$ cat config.mk
export PLATFORM = sky130hd
export DESIGN_NAME = pic_dev_flat
export DESIGN_NICKNAME = d
export VERILOG_FILES = /design/src/logic/pic_pkg.sv /design/src/logic/pic_if.sv /design/src/logic/pic_dev.sv /design/src/flat_wrapper.sv
export SDC_FILE = /design/constraint.sdc
export NUM_CORES = 1
export LEC_CHECK = 0
export ABC_AREA = 1
export BUFFER_PORTS_ARGS = -buffer_cell sky130_fd_sc_hd__buf_2
export CAP_MARGIN = 15
export CORE_AREA = 2 2 180 182
export DETAILED_ROUTE_END_ITERATION = 10
export DIE_AREA = 0 0 182 184
export PLACE_DENSITY_LB_ADDON = 0.1
export SETUP_SLACK_MARGIN = 0.4
export SYNTH_ARGS = -nofsm -noshare
export SYNTH_HDL_FRONTEND = slang
export SYNTH_SLANG_ARGS = --single-unit
$ cat constraint.sdc
create_clock -name sys_clk_in -period 10.8 [get_ports sys_clk_in]
set_clock_uncertainty 0.05 [all_clocks]
set_input_delay 0.54 -clock sys_clk_in [delete_from_list [all_inputs] [get_ports sys_clk_in]]
set_output_delay 0.54 -clock sys_clk_in [all_outputs]
set_load 0.02 [all_outputs]
$ cat src/logic/pic_pkg.sv
// constants, enumerations and helper functions of the interrupt controller
package pic_pkg;
  localparam int ICW1_SEL_BIT = 4;
  localparam int OCW3_SEL_BIT = 3;
  localparam int ICW1_IC4 = 0;
  localparam int ICW1_SNGL = 1;
  localparam int ICW1_ADI = 2;
  localparam int ICW1_LTIM = 3;
  localparam int ICW4_VEC = 0;
  localparam int ICW4_AEOI = 1;
  localparam int ICW4_MS = 2;
  localparam int ICW4_BUF = 3;
  localparam int OCW3_POLL = 2;
  localparam int OCW3_RR = 1;
  localparam int OCW3_RIS = 0;
  localparam logic [2:0] OCW2_NS_EOI = 3'h1;
  localparam logic [2:0] OCW2_LVL_EOI = 3'h3;
  localparam logic [2:0] OCW2_ROT_NS = 3'h5;
  localparam logic [2:0] OCW2_ROT_AEOI_SET = 3'h4;
  localparam logic [2:0] OCW2_ROT_AEOI_CLR = 3'h0;
  localparam logic [2:0] OCW2_ROT_LVL = 3'h7;
  localparam logic [2:0] OCW2_SET_PRI = 3'h6;
  localparam logic [7:0] CALL_OPCODE = 8'hCD;
  localparam logic [2:0] LOW_PRI_RST = 3'h7;
  localparam logic [2:0] SPURIOUS_LEVEL = 3'h7;
  localparam logic [1:0] VEC_PULSES = 2'h2;
  localparam logic [1:0] CALL_PULSES = 2'h3;
  // host controller register offsets and pin timing
  localparam logic [3:0] HREG_WRITE = 4'h0;
  localparam logic [3:0] HREG_READ = 4'h1;
  localparam logic [3:0] HREG_ACK = 4'h2;
  localparam logic [3:0] HREG_STATUS = 4'h3;
  localparam logic [3:0] HREG_BYTE0 = 4'h4;
  localparam logic [1:0] STROBE_LOW_CYC = 2'h2;

  typedef enum logic [3:0] {
    PIC_IS_READY = 4'b0001,
    PIC_IS_ICW2 = 4'b0010,
    PIC_IS_ICW3 = 4'b0100,
    PIC_IS_ICW4 = 4'b1000
  } pic_init_t;

  typedef enum logic [3:0] {
    PIC_HS_IDLE = 4'b0001,
    PIC_HS_LOW = 4'b0010,
    PIC_HS_GAP = 4'b0100,
    PIC_HS_DONE = 4'b1000
  } pic_hstate_t;

  // winner of a vector under rotating priority: {found, level}
  function automatic logic [3:0] pic_pick(input logic [7:0] v, input logic [2:0] low);
    logic [3:0] r;
    logic [2:0] k;
    r = 4'h0;
    for (int i = 7; i >= 0; i--) begin
      k = low + 3'(i) + 3'h1;
      if (v[k]) r = {1'b1, k};
    end
    return r;
  endfunction

  // priority rank, zero is highest
  function automatic logic [2:0] pic_rank(input logic [2:0] lvl, input logic [2:0] low);
    return lvl - low - 3'h1;
  endfunction
endpackage

$ cat src/logic/pic_if.sv
// cpu-side pin bundle between the controller and its host
`timescale 1ns/100ps
`default_nettype none
interface pic_if;
  logic addr_bit_zero;
  logic select_n;
  logic read_strobe_n;
  logic write_strobe_n;
  logic ack_strobe_n;
  logic [7:0] write_bus_in;
  logic [7:0] read_bus;
  logic read_bus_valid;
  logic int_req;

  modport dev (
    input addr_bit_zero, select_n, read_strobe_n, write_strobe_n, ack_strobe_n, write_bus_in,
    output read_bus, read_bus_valid, int_req
  );
  modport host (
    output addr_bit_zero, select_n, read_strobe_n, write_strobe_n, ack_strobe_n, write_bus_in,
    input read_bus, read_bus_valid, int_req
  );
endinterface
`default_nettype wire

$ cat src/logic/pic_dev.sv
// programmable interrupt controller, device end
//
// Design decisions made here: the address map and the address-and-strobe port.
`timescale 1ns/100ps
`default_nettype none
module pic_dev
  import pic_pkg::*;
(
  input wire logic sys_clk_in,
  input wire logic nrst_in,
  pic_if.dev bus,
  input wire logic [7:0] request_lines_in,
  input wire logic [2:0] cascade_id_in,
  input wire logic master_select_in,
  output logic [2:0] cascade_id_out,
  output logic cascade_out_valid_n_out,
  output logic buffer_dir_out,
  output logic buffer_dir_valid_n_out
);
  typedef struct packed {
    pic_init_t init_st;
    logic init_done;
    logic ic4;
    logic sngl;
    logic adi;
    logic ltim;
    logic [2:0] icw1_hi;
    logic [7:0] vec_base;
    logic [7:0] icw3;
    logic vector_mode;
    logic aeoi;
    logic buf_ms;
    logic buf_mode;
    logic [7:0] imr;
    logic [7:0] irr;
    logic [7:0] isr;
    logic [7:0] line_prev;
    logic [2:0] low_pri;
    logic rot_aeoi;
    logic read_isr;
    logic poll;
    logic prev_wr;
    logic prev_rd;
    logic prev_ack;
    logic [1:0] ack_cnt;
    logic [2:0] ack_idx;
    logic ack_mine;
    logic ack_slave;
    logic ack_drive;
    logic [2:0] cas_id;
    logic cas_valid;
    logic [7:0] dout;
    logic dvalid;
    logic irq;
    logic [7:0] req_s1;
    logic [7:0] req_s2;
    logic ms_s1;
    logic ms_s2;
  } pic_dev_state_t;

  pic_dev_state_t q_reg, q_next;

  logic [7:0] d;
  logic adr0;
  logic wr_go, rd_on, rd_go, ack_go, sel, cascaded, master;
  logic [3:0] req_w, isr_w;
  logic [7:0] irr_clr, rise_en;
  logic [1:0] last_pulse;

  always_comb begin
    q_next = q_reg;
    d = bus.write_bus_in;
    adr0 = bus.addr_bit_zero;
    irr_clr = 8'h00;
    rise_en = 8'hFF;
    sel = 1'b0;
    q_next.req_s1 = request_lines_in;
    q_next.req_s2 = q_reg.req_s1;
    q_next.ms_s1 = master_select_in;
    q_next.ms_s2 = q_reg.ms_s1;
    q_next.line_prev = q_reg.req_s2;
    q_next.prev_wr = bus.write_strobe_n;
    q_next.prev_rd = bus.read_strobe_n;
    q_next.prev_ack = bus.ack_strobe_n;
    cascaded = !q_reg.sngl;
    master = q_reg.buf_mode ? q_reg.buf_ms : q_reg.ms_s2;
    last_pulse = q_reg.vector_mode ? VEC_PULSES : CALL_PULSES;
    wr_go = !bus.select_n && !bus.write_strobe_n && q_reg.prev_wr;
    rd_on = !bus.select_n && !bus.read_strobe_n && q_reg.init_done;
    rd_go = rd_on && q_reg.prev_rd;
    ack_go = !bus.ack_strobe_n && q_reg.prev_ack && q_reg.init_done;
    req_w = pic_pick(q_reg.irr & ~q_reg.imr, q_reg.low_pri);
    isr_w = pic_pick(q_reg.isr, q_reg.low_pri);
    q_next.dvalid = 1'b0;

    if (wr_go) begin
      if (!adr0 && d[ICW1_SEL_BIT]) begin
        q_next.ic4 = d[ICW1_IC4];
        q_next.sngl = d[ICW1_SNGL];
        q_next.adi = d[ICW1_ADI];
        q_next.ltim = d[ICW1_LTIM];
        q_next.icw1_hi = d[7:5];
        q_next.init_st = PIC_IS_ICW2;
        q_next.init_done = 1'b0;
        q_next.imr = 8'h00;
        q_next.isr = 8'h00;
        q_next.low_pri = LOW_PRI_RST;
        q_next.read_isr = 1'b0;
        q_next.poll = 1'b0;
        q_next.rot_aeoi = 1'b0;
        q_next.vector_mode = 1'b0;
        q_next.aeoi = 1'b0;
        q_next.buf_mode = 1'b0;
        q_next.buf_ms = 1'b0;
        q_next.ack_cnt = 2'h0;
        // with edge mode both before and after, a line already high must rise again before it counts
        irr_clr = 8'hFF;
        rise_en = 8'h00;
      end else if (q_reg.init_st != PIC_IS_READY) begin
        if (adr0) begin
          unique case (q_reg.init_st)
            PIC_IS_ICW2: begin
              q_next.vec_base = d;
              q_next.init_st = !q_reg.sngl ? PIC_IS_ICW3 :
                               (q_reg.ic4 ? PIC_IS_ICW4 : PIC_IS_READY);
            end
            PIC_IS_ICW3: begin
              q_next.icw3 = d;
              q_next.init_st = q_reg.ic4 ? PIC_IS_ICW4 : PIC_IS_READY;
            end
            PIC_IS_ICW4: begin
              q_next.vector_mode = d[ICW4_VEC];
              q_next.aeoi = d[ICW4_AEOI];
              q_next.buf_ms = d[ICW4_MS];
              q_next.buf_mode = d[ICW4_BUF];
              q_next.init_st = PIC_IS_READY;
            end
            default: q_next.init_st = PIC_IS_READY;
          endcase
          q_next.init_done = (q_next.init_st == PIC_IS_READY);
        end
      end else if (q_reg.init_done) begin
        if (adr0) begin
          q_next.imr = d;
        end else if (d[OCW3_SEL_BIT]) begin
          q_next.poll = d[OCW3_POLL];
          if (d[OCW3_RR]) q_next.read_isr = d[OCW3_RIS];
        end else begin
          unique case (d[7:5])
            OCW2_NS_EOI: if (isr_w[3]) q_next.isr[isr_w[2:0]] = 1'b0;
            OCW2_LVL_EOI: q_next.isr[d[2:0]] = 1'b0;
            OCW2_ROT_NS: begin
              if (isr_w[3]) begin
                q_next.isr[isr_w[2:0]] = 1'b0;
                q_next.low_pri = isr_w[2:0];
              end
            end
            OCW2_ROT_LVL: begin
              q_next.isr[d[2:0]] = 1'b0;
              q_next.low_pri = d[2:0];
            end
            OCW2_SET_PRI: q_next.low_pri = d[2:0];
            OCW2_ROT_AEOI_SET: q_next.rot_aeoi = 1'b1;
            OCW2_ROT_AEOI_CLR: q_next.rot_aeoi = 1'b0;
            default: q_next.rot_aeoi = q_reg.rot_aeoi;
          endcase
        end
      end
    end

    if (rd_on) begin
      q_next.dvalid = 1'b1;
      if (rd_go) begin
        if (q_reg.poll && !adr0) begin
          // a poll read acts like the first acknowledge pulse
          q_next.dout = {req_w[3], 4'h0, req_w[2:0]};
          if (req_w[3]) begin
            q_next.isr[req_w[2:0]] = 1'b1;
            irr_clr[req_w[2:0]] = 1'b1;
          end
          q_next.poll = 1'b0;
        end else begin
          q_next.dout = adr0 ? q_reg.imr : (q_reg.read_isr ? q_reg.isr : q_reg.irr);
        end
      end
    end

    if (ack_go) begin
      q_next.ack_cnt = q_reg.ack_cnt + 2'h1;
      if (q_reg.ack_cnt == 2'h0) begin
        q_next.ack_idx = req_w[3] ? req_w[2:0] : SPURIOUS_LEVEL;
        q_next.ack_mine = req_w[3];
        q_next.ack_slave = cascaded && master && req_w[3] && q_reg.icw3[req_w[2:0]];
        if (!cascaded || master) begin
          if (req_w[3]) begin
            q_next.isr[req_w[2:0]] = 1'b1;
            irr_clr[req_w[2:0]] = 1'b1;
          end
          if (q_next.ack_slave) begin
            q_next.cas_id = req_w[2:0];
            q_next.cas_valid = 1'b1;
          end
          if (!q_reg.vector_mode) begin
            q_next.dout = CALL_OPCODE;
            q_next.dvalid = 1'b1;
            q_next.ack_drive = 1'b1;
          end
        end
      end else begin
        sel = !cascaded || (master && !q_reg.ack_slave) ||
              (!master && q_reg.ack_mine && cascade_id_in == q_reg.icw3[2:0]);
        if (sel) begin
          if (!q_reg.vector_mode && q_reg.ack_cnt == 2'h1) begin
            q_next.dout = q_reg.adi ? {q_reg.icw1_hi, q_reg.ack_idx, 2'h0} :
                          {q_reg.icw1_hi[2:1], q_reg.ack_idx, 3'h0};
          end else if (q_reg.vector_mode) begin
            q_next.dout = {q_reg.vec_base[7:3], q_reg.ack_idx};
          end else begin
            q_next.dout = q_reg.vec_base;
          end
          q_next.dvalid = 1'b1;
          q_next.ack_drive = 1'b1;
          if (cascaded && !master && q_reg.ack_cnt == 2'h1) begin
            q_next.isr[q_reg.ack_idx] = 1'b1;
            irr_clr[q_reg.ack_idx] = 1'b1;
          end
        end
        if (q_reg.ack_cnt + 2'h1 == last_pulse) begin
          q_next.ack_cnt = 2'h0;
          if (q_reg.aeoi && q_reg.ack_mine) begin
            q_next.isr[q_reg.ack_idx] = 1'b0;
            if (q_reg.rot_aeoi) q_next.low_pri = q_reg.ack_idx;
          end
        end
      end
    end else if (!bus.ack_strobe_n && q_reg.ack_drive) begin
      q_next.dvalid = 1'b1;
    end else if (bus.ack_strobe_n) begin
      q_next.ack_drive = 1'b0;
      if (q_reg.ack_cnt == 2'h0) q_next.cas_valid = 1'b0;
    end

    // a fresh rise in an acknowledge or poll clearing cycle still latches
    if (q_reg.ltim) begin
      q_next.irr = q_reg.req_s2;
    end else begin
      q_next.irr = (q_reg.irr & ~irr_clr & q_reg.req_s2) |
                   (q_reg.req_s2 & ~q_reg.line_prev & rise_en);
    end

    q_next.irq = q_reg.init_done && req_w[3] && q_reg.ack_cnt == 2'h0 && !ack_go &&
                 (!isr_w[3] || pic_rank(req_w[2:0], q_reg.low_pri) <
                  pic_rank(isr_w[2:0], q_reg.low_pri));
  end

  always_ff @(posedge sys_clk_in or negedge nrst_in) begin
    if (!nrst_in) begin
      q_reg <= '0;
      q_reg.init_st <= PIC_IS_READY;
      q_reg.low_pri <= LOW_PRI_RST;
      q_reg.prev_wr <= 1'b1;
      q_reg.prev_rd <= 1'b1;
      q_reg.prev_ack <= 1'b1;
    end else begin
      q_reg <= q_next;
    end
  end

  assign bus.read_bus = q_reg.dout;
  assign bus.read_bus_valid = q_reg.dvalid;
  assign bus.int_req = q_reg.irq;
  assign cascade_id_out = q_reg.cas_id;
  assign cascade_out_valid_n_out = ~q_reg.cas_valid;
  // low opens the transceivers toward the cpu while this unit drives data
  assign buffer_dir_out = ~q_reg.dvalid;
  assign buffer_dir_valid_n_out = ~(q_reg.buf_mode && q_reg.init_done);
endmodule // pic_dev
`default_nettype wire

$ cat src/flat_wrapper.sv
// flat-port wrapper written by rule: the top's interface ports become plain ports
module pic_dev_flat import pic_pkg::*;
  (sys_clk_in, nrst_in, request_lines_in, cascade_id_in, master_select_in, cascade_id_out, cascade_out_valid_n_out, buffer_dir_out, buffer_dir_valid_n_out, bus_addr_bit_zero, bus_select_n, bus_read_strobe_n, bus_write_strobe_n, bus_ack_strobe_n, bus_write_bus_in, bus_read_bus, bus_read_bus_valid, bus_int_req);
  pic_if bus_i ();
  input wire logic sys_clk_in;
  input wire logic nrst_in;
  input wire logic [7:0] request_lines_in;
  input wire logic [2:0] cascade_id_in;
  input wire logic master_select_in;
  output logic [2:0] cascade_id_out;
  output logic cascade_out_valid_n_out;
  output logic buffer_dir_out;
  output logic buffer_dir_valid_n_out;
  input wire logic [$bits(bus_i.addr_bit_zero)-1:0] bus_addr_bit_zero;
  input wire logic [$bits(bus_i.select_n)-1:0] bus_select_n;
  input wire logic [$bits(bus_i.read_strobe_n)-1:0] bus_read_strobe_n;
  input wire logic [$bits(bus_i.write_strobe_n)-1:0] bus_write_strobe_n;
  input wire logic [$bits(bus_i.ack_strobe_n)-1:0] bus_ack_strobe_n;
  input wire logic [$bits(bus_i.write_bus_in)-1:0] bus_write_bus_in;
  output wire logic [$bits(bus_i.read_bus)-1:0] bus_read_bus;
  output wire logic [$bits(bus_i.read_bus_valid)-1:0] bus_read_bus_valid;
  output wire logic [$bits(bus_i.int_req)-1:0] bus_int_req;
  assign bus_i.addr_bit_zero = bus_addr_bit_zero;
  assign bus_i.select_n = bus_select_n;
  assign bus_i.read_strobe_n = bus_read_strobe_n;
  assign bus_i.write_strobe_n = bus_write_strobe_n;
  assign bus_i.ack_strobe_n = bus_ack_strobe_n;
  assign bus_i.write_bus_in = bus_write_bus_in;
  assign bus_read_bus = bus_i.read_bus;
  assign bus_read_bus_valid = bus_i.read_bus_valid;
  assign bus_int_req = bus_i.int_req;
  pic_dev u_core (.sys_clk_in(sys_clk_in), .nrst_in(nrst_in), .bus(bus_i), .request_lines_in(request_lines_in), .cascade_id_in(cascade_id_in), .master_select_in(master_select_in), .cascade_id_out(cascade_id_out), .cascade_out_valid_n_out(cascade_out_valid_n_out), .buffer_dir_out(buffer_dir_out), .buffer_dir_valid_n_out(buffer_dir_valid_n_out));
endmodule
Yosys cells after proc, flatten, opt, wreduce, memory -nomap -nowiden
Cells that the tools add are included.
- add/sub/neg operators: 19
- multiplexer cells: 167
- reduce and logical (&&, ||, !) cells: 72
- equality and inequality tests: 23
- $lt $le $gt $ge: 17
- bitwise logic cells: 25
- operators by type and width (kind ; number):
    $mux 8 ; 45
    $mux 4 ; 27
    $and 8x8->8 ; 8
    $or 8x8->8 ; 7
    $bmux 1 s3 ; 17
    $lt 3x4->1 const B ; 12
    $not 8->8 ; 6
    $mux 1 ; 40
    $mux 6 ; 6
    $mux 9 ; 4
    $logic_and 1x1->1 ; 29
    $add 3x1->3 const B ; 8
    $mux 3 ; 8
    $mux 5 ; 4
    $reduce_and 5->1 ; 4
    $reduce_bool 2->1 ; 9
    $pmux 8 s2 ; 1
    $mux 14 ; 1
    $add 3x3->3 const B ; 4
    $demux 1 s3 ; 4
    $eq 3x3->1 const B ; 4
    $ge 3x1->1 const B ; 4
    $mux 12 ; 1
    $reduce_and 4->1 ; 3
    33 further kinds ; 67
- register bits after elaboration: 113
- logic and storage cells: 361

Longest topological paths before layout
Gate-level depths: netlist of run 1.
- word-level depth: 41
- gate-level depth with buffers: 29
- mapped depth without buffers: 26

Least setup slack after synthesis of run 1
Ideal clock, no wire load.
- path kind: register to register
- start point: register u_core.q_reg[46] (netlist bit)
- end point: register u_core.q_reg, in the netlist u_core.bus.int_req
- library setup time: 0.086 ns
- slack: 6.768 ns
- arrival: 3.896 ns
- clock period less this slack: 4.032 ns
- path buffers: 4
- stages on the path, launching flop included: 25
- cell sequence: dfstp_2 > inv_2 > buf_6 > buf_6 > ha_1 > buf_6 > xor2_1 > nand3_1 > nand3_1 > nand2_2 > inv_2 > nand2_1 > nand2_1 > nand2_2 > nand2_2 > buf_6 > ha_1 > inv_1 > fa_1 > xnor2_1 > xor2_1 > ha_1 > a21oi_1 > a21oi_1 > nor3_1
- RTL lines (what ; RTL line ; source):
    from (decl) ; pic_dev.sv:61 ; pic_dev_state_t q_reg, q_next;
    from (signal assigned) ; pic_dev.sv:265 ; q_reg <= q_next;

==> results.toml, run 1 <==
[clock_network]
cts_setup_buffers = 0
insertion_delay_ns = 0.43
cts_tree = "yes"
htree_levels = 4
cts-root-buf = "clkbuf_16"
postCtsHoldBufs = 0
cts_buffer_depth = 2
cts.sinks = 113
cts_resized = 0
path_clk_slew_ns = 0.07
numCtsBuffers = 17

[detailed_routing]
drt-initial-drc-count = 586
wl_per_cell_um = 19.49
viasPerCell = 4.865
firstDrtPassIters = 5
antenna_left = 0
drt_wl_total_um = 30490
vias = 7609
drc = 0

[logic_synthesis]
synth_edf_count = 0
synth_area_leaders = "dfrtp_1 34%, nand2_1 15%, nand3_1 7.1%"
yosysUniqueCellTypes = 49
synth_nets = 1163
synth_compound_area_frac = 0.1446
synth_top_family_by_area = "simple AND/OR/NAND/NOR gates"
netlist_instances = 1125
synthMostInstantiatedCell = "nand2_1"
synth_area_um2 = 7751
ys.flop_type = "dfrtp_1"
synthAdderAreaFrac = 0.01969
synthSimpleGateAreaFrac = 0.3580
synth_top_cell_area_share = 0.3422
synth_top_cell_by_area = "dfrtp_1"
synth_mux_area_frac = 0
async_flop_share = 1.000
yosysSeqAreaShare = 0.3659
synth_top_cells_by_count = "305 x nand2_1, 119 x inv_1, 110 x nand3_1"
synth-seq-cells = 113
synth.avg_cell_area_um2 = 6.890
synth_warnings = 0
synth_xor_area_frac = 0.01001

[timing]
tns_ns = 0
rsz0062_at_grt = "no"
setup_viol = 0
max_slew_margin = 0.4739
hold_viol_final = 0
max_freq_mhz = 192.9
drv_slew = 0
fin_crit_sh = 0.4799
tightest_slew_ns = 0.7891
fin_crit_ns = 5.183

[cells_and_area]
drive_above_1_share = 0.1377
areaGrowthSynthToFinish_pct = 14.19
diodes = 0
finalInstanceArea_um2 = 8851
fin_util = 0.2819
fill_cells = 3523
final_cells = 1564
largest_register_ffs = 83
fin_nets = 1187

[die]
die_area_um2 = 33490
start_util = 0.2469
fp.dieH_um = 184
rows = 65
die_w_um = 182
core_area_um2 = 31390
io_pins = 43

[global_routing]
grt_pass1_wl_um = 46890
grt_usage = 0.1872
grt.overflow.total = 0
first_global_vias = 7524
grt_max_degree = 60
antenna_found_initial = 0

[critical_path]
worstReg2RegStart = "u_core.q_reg[46]$_DFF_PN1_"
r2r_cells = 23
cp.required_ns = 11.09
critPathLaunch = "u_core.q_reg[46]$_DFF_PN1_"
arrival_ns = 5.47
startpoint_type = "flop"
cp_max_fo = 25
critPathKind = "reg2reg"
endpoint_kind = "flop"

[placed_design]
dp_hpwl_um = 23450
dp.cells = 1532
gp_congestion = 0.8608
place_area_um2 = 8259
port_buffers = 42

[status]
status = "completed"

[power]
p_int_uw = 1402
p_leak_uw = 0.004237
ir_drop_uv = 111.3
netSwitchingFraction = 0.5274
seqPwrFrac = 0.233
p_sw_uw = 1565
power.share.clock = 0.194
p_per_area_nw_per_um2 = 335.2
pwr-share-comb = 0.573

[worst_hold_path]
min_path_type = "in2async"

[job]
drv_cap = 0
cell type report:
cell class                 count  area [um2]  share of cell area
multi-input combinational    827        4126              0.4662
tap                          402       503.0             0.05683
clock inverter                13       148.9             0.01682
inverter                     142       535.5             0.06050
timing repair buffer          48       257.7             0.02912
sequential                   113        2836              0.3205
clock buffer                  19       442.9             0.05004
final timing paths:
check                                                endpoint  slack, ns
worst max-delay path             u_core.bus.int_req$_DFF_PN0_       5.62
min in group sys_clk_in            u_core.q_next[0]$_DFF_PN0_       0.16
worst min register to register    u_core.q_next[54]$_DFF_PN0_       0.30
worst min-delay path            u_core.q_reg[111]$_DFFE_PN0P_       0.12
max in group asynchronous          u_core.q_reg[59]$_DFF_PN0_       9.32
worst max register to register   u_core.bus.int_req$_DFF_PN0_       5.62
per-layer routing:
metal	vias to the layer above	share of wire	wire length, um	GRT usage
li1	3743	-	-	-
met4	0	0.021	637	0.05613
met5	-	0	0	0
met2	182	0.45	13810	0.2971
met3	28	0.036	1102	0.02516
met1	3656	0.49	14940	0.2647
stage by stage:
stage | total power, uW | setup slack [ns] | hold slack (ns)
floorplan | 1918 | 6.768 | 0.1944
global placement | 2408 | 5.808 | 0.2841
detailed placement | 2387 | 5.624 | 0.2870
CTS | 2980 | 5.630 | 0.1479
global route | 3218 | 5.133 | 0.1463
finish | 2967 | 5.617 | 0.1233
kinds of logic after synthesis:
kind of cell,count (synthesis)
adder cells (fa/ha/maj),11
AND/OR/NAND/NOR,608
buffers and inverters,185
flip-flops,113
AO/OA/AOI/OAI,200
XOR/XNOR,8
cell usage in the layout, fill, tap and decap left out, drive strengths merged, types with 2 or more instances in the layout:
master    count
nand2       332
inv         143
nand3       122
dfrtp       106
nor2        103
o21ai        74
a21oi        73
buf          48
nand4        19
clkbuf       19
nor3         19
o22ai        10
a22oi         9
ha            9
a21boi        9
a31oi         8
nor4          7
dfstp         7
clkinv        7
o211ai        6
xnor2         5
xor2          3
a2bb2oi       3
nand3b        3
clkinvlp      3
or2           3
o31ai         2
fa            2
bufinv        2
critical path, cell delays in order, from the launching register on:
cell	delay, ns
dfstp_2	0.86
inv_2	0.35
ha_1	0.77
inv_2	0.28
nand3_1	0.17
nand3_1	0.11
nand2_2	0.12
nand3_1	0.08
nand2_1	0.06
nand2_1	0.05
nand2_1	0.05
nand2_1	0.04
nand2_1	0.07
nand2_2	0.10
nand2_2	0.28
ha_1	0.20
inv_1	0.05
fa_1	0.37
xnor2_1	0.14
xor2_1	0.18
ha_1	0.32
a21oi_1	0.16
a21oi_1	0.08
nor3_1	0.14
power groups by stage:
stage	Sequential [uW]	Combinational [uW]	Clock, uW
floorplan	600	1320	0
global placement	697	1710	0
detailed placement	695	1690	0
CTS	689	1700	592
global route	706	1910	606
finish	690	1700	577
Note: power is estimated with default switching activity, not from simulation.
==> run 2: changes to the inputs <==
--- a/config.mk
+++ b/config.mk
@@ -5,12 +5,12 @@
 export SDC_FILE = /design/constraint.sdc
 export NUM_CORES = 1
 export LEC_CHECK = 0
-export ABC_AREA = 1
+export ABC_AREA = 0
 export BUFFER_PORTS_ARGS = -buffer_cell sky130_fd_sc_hd__buf_2
 export CAP_MARGIN = 15
-export CORE_AREA = 2 2 180 182
+export CORE_AREA = 2 2 182 184
 export DETAILED_ROUTE_END_ITERATION = 10
-export DIE_AREA = 0 0 182 184
+export DIE_AREA = 0 0 184 186
 export PLACE_DENSITY_LB_ADDON = 0.1
 export SETUP_SLACK_MARGIN = 0.4
 export SYNTH_ARGS = -nofsm -noshare
==> constraint.sdc (replaced) <==
create_clock -name sys_clk_in -period 5 [get_ports sys_clk_in]
set_clock_uncertainty 0.05 [all_clocks]
set_input_delay 0.25 -clock sys_clk_in [delete_from_list [all_inputs] [get_ports sys_clk_in]]
set_output_delay 0.25 -clock sys_clk_in [all_outputs]
set_load 0.02 [all_outputs]
==> run 2 against run 1 <==
Global-route usage is 0.80 points lower. Final cell count is 16% lower. Clock power is 120% higher. Largest power group unchanged. Highest routed layer unchanged.
==> results.toml, run 2 <==
[clock_network]
htree_levels = 4
insertion_delay_ns = 0.42
cts-root-buf = "clkbuf_16"
cts.sinks = 113
cts_tree = "yes"
cts_buffer_depth = 2
path_clk_slew_ns = 0.06
numCtsBuffers = 17

[logic_synthesis]
synth.avg_cell_area_um2 = 9.381
synth_top_cell_area_share = 0.3319
synth_top_cell_by_area = "dfrtp_1"
synth_top_cells_by_count = "113 x nand2_1, 106 x dfrtp_1, 61 x nor2_1"
yosysUniqueCellTypes = 85
synthMostInstantiatedCell = "nand2_1"
ys.flop_type = "dfrtp_1"
synth_nets = 890
yosysSeqAreaShare = 0.3549
synth_warnings = 0
synth-seq-cells = 113
netlist_instances = 852
synth_area_leaders = "dfrtp_1 33%, mux4_2 7.6%, nand2_1 5.3%"
async_flop_share = 1.000
synth_edf_count = 0
synth_area_um2 = 7993

[detailed_routing]
firstDrtPassIters = 5
viasPerCell = 5.265
wl_per_cell_um = 22.56
drt_wl_total_um = 29600
drt-initial-drc-count = 502
drc = 0
vias = 6908
antenna_left = 0

[global_routing]
antenna_found_initial = 1
grt_usage = 0.1793
grt.overflow.total = 0
first_global_vias = 6949
grt_max_degree = 74
grt_pass1_wl_um = 45250

[die]
rows = 66
io_pins = 43
die_area_um2 = 34220
die_w_um = 184
start_util = 0.2482
fp.dieH_um = 186
core_area_um2 = 32210

[critical_path]
worstReg2RegStart = "u_core.q_reg[47]$_DFF_PN1_"
arrival_ns = 4.69
endpoint_kind = "flop"
reg2reg_slack_ns = 0.60
startpoint_type = "flop"
critPathKind = "reg2reg"
critPathLaunch = "u_core.q_reg[47]$_DFF_PN1_"
cp_max_fo = 8
cp.required_ns = 5.29

[power]
ir_drop_uv = 242.4
p_leak_uw = 0.003930
p_per_area_nw_per_um2 = 489.5

[worst_hold_path]
hold_path_startpoint = "bus_write_bus_in[7]"
min_path_type = "in2reg"

[placed_design]
dp_hpwl_um = 21960
post-place-ws_ns = 0.5096
gp_congestion = 0.8409
port_buffers = 42

[timing]
setup_viol = 0
fin_crit_sh = 0.8803
rsz0062_at_grt = "no"
max_freq_mhz = 227.2
drv_slew = 0
tns_ns = 0
fin_hold_ws_ns = 0.1251
fin_ws_ns = 0.5984
tightest_slew_ns = 0.9968
hold_viol_final = 0
max_slew_margin = 0.3355
fin_crit_ns = 4.402

[job]
drv_cap = 0

[cells_and_area]
layout_commonest_cell = "nand2_1"
fill_cells = 3475
fin_nets = 929
final_cell_mix = "113 x nand2_1, 106 x dfrtp_1, 60 x nor2_1"
areaGrowthSynthToFinish_pct = 17.45
drive_above_1_share = 0.2080
largest_register_ffs = 83
diodes = 0

[status]
status = "completed"
==> run 2: worst max-delay path, cell delays in order, from the launching register on <==
cell and delay [ns]:
dfstp_2 0.54, buf_4 0.17, ha_1 0.21, buf_4 0.20
xor2_4 0.30, mux4_2 0.67, nand4_1 0.15, o221a_1 0.24
and2_4 0.24, clkinv_8 0.09, ha_1 0.19, inv_1 0.06
fa_1 0.41, inv_1 0.07, ha_1 0.22, a21o_1 0.15
a21oi_1 0.14, nor2_1 0.05, nor3_1 0.14
==> run 2: power by group <==
part           leakage, uW  internal (uW)  total, uW  switching [uW]
Sequential         0.00140           1110       1400             297
Clock             0.000304            840       1260             424
Combinational      0.00222            790       1930            1140
==> run 2: cell type report <==
class | count | area (um2) | share of cell area
Clock buffer | 29 | 550.5 | 0.05864
Clock inverter | 3 | 65.06 | 0.006931
Inverter | 28 | 120.1 | 0.01279
Multi-Input combinational cell | 649 | 4760 | 0.5070
Sequential cell | 113 | 2836 | 0.3021
Tap cell | 408 | 510.5 | 0.05438
Timing Repair Buffer | 82 | 545.5 | 0.05811
==> run 2: path summary, 6_finish.rpt <==
kind                                                       to  cells past startpoint
min in group asynchronous          u_core.q_next[2]$_DFF_PN0_                      2
max in group asynchronous       u_core.q_reg[102]$_DFFE_PN0P_                      3
worst max register to register   u_core.bus.int_req$_DFF_PN0_                     18
worst min register to register    u_core.q_next[56]$_DFF_PN0_                      0
worst max-delay path             u_core.bus.int_req$_DFF_PN0_                     18
worst min-delay path            u_core.q_reg[103]$_DFFE_PN0P_                      3
==> run 2: cell families (layout without fill, tap and decap cells) <==
group                    count (synthesis)  in the layout  synth area share
AO/OA/AOI/OAI                          231            231            0.1983
XOR/XNOR                                13             13           0.02176
adder cells (fa/ha/maj)                 11             11           0.01910
buffers and inverters                   90            142           0.05557
flip-flops                             113            113            0.3549
multiplexers                           100            100            0.1755
AND/OR/NAND/NOR                        294            294            0.1749
==> run 2: layer usage <==
metal | up-vias | global-route usage | routed length [um]
li1 | 3222 | - | -
met5 | - | 0 | 0
met3 | 37 | 0.02289 | 848
met2 | 149 | 0.2880 | 14040
met1 | 3500 | 0.2471 | 13960
met4 | 0 | 0.06528 | 750
==> run 2: what timing repair did <==
action	CTS	global route
hold buffers	13	0
setup buffers	0	5
gates resized for setup	0	8
endpoints found under the hold margin	29	0
endpoints found under the setup margin	0	1
==> run 2: metrics by stage <==
stage | std cells | utilization | power (uW) | area, um2
final | 1312 | 0.2915 | 4595 | 9388
after global routing | 1312 | 0.2915 | 4880 | 9388
after CTS | 1307 | 0.2896 | 4598 | 9326
after detailed placement | 1262 | 0.2664 | 3301 | 8581
after global placement | 1262 | 0.2664 | 3327 | 8581
after floorplan | 852 | - | 2711 | 8016
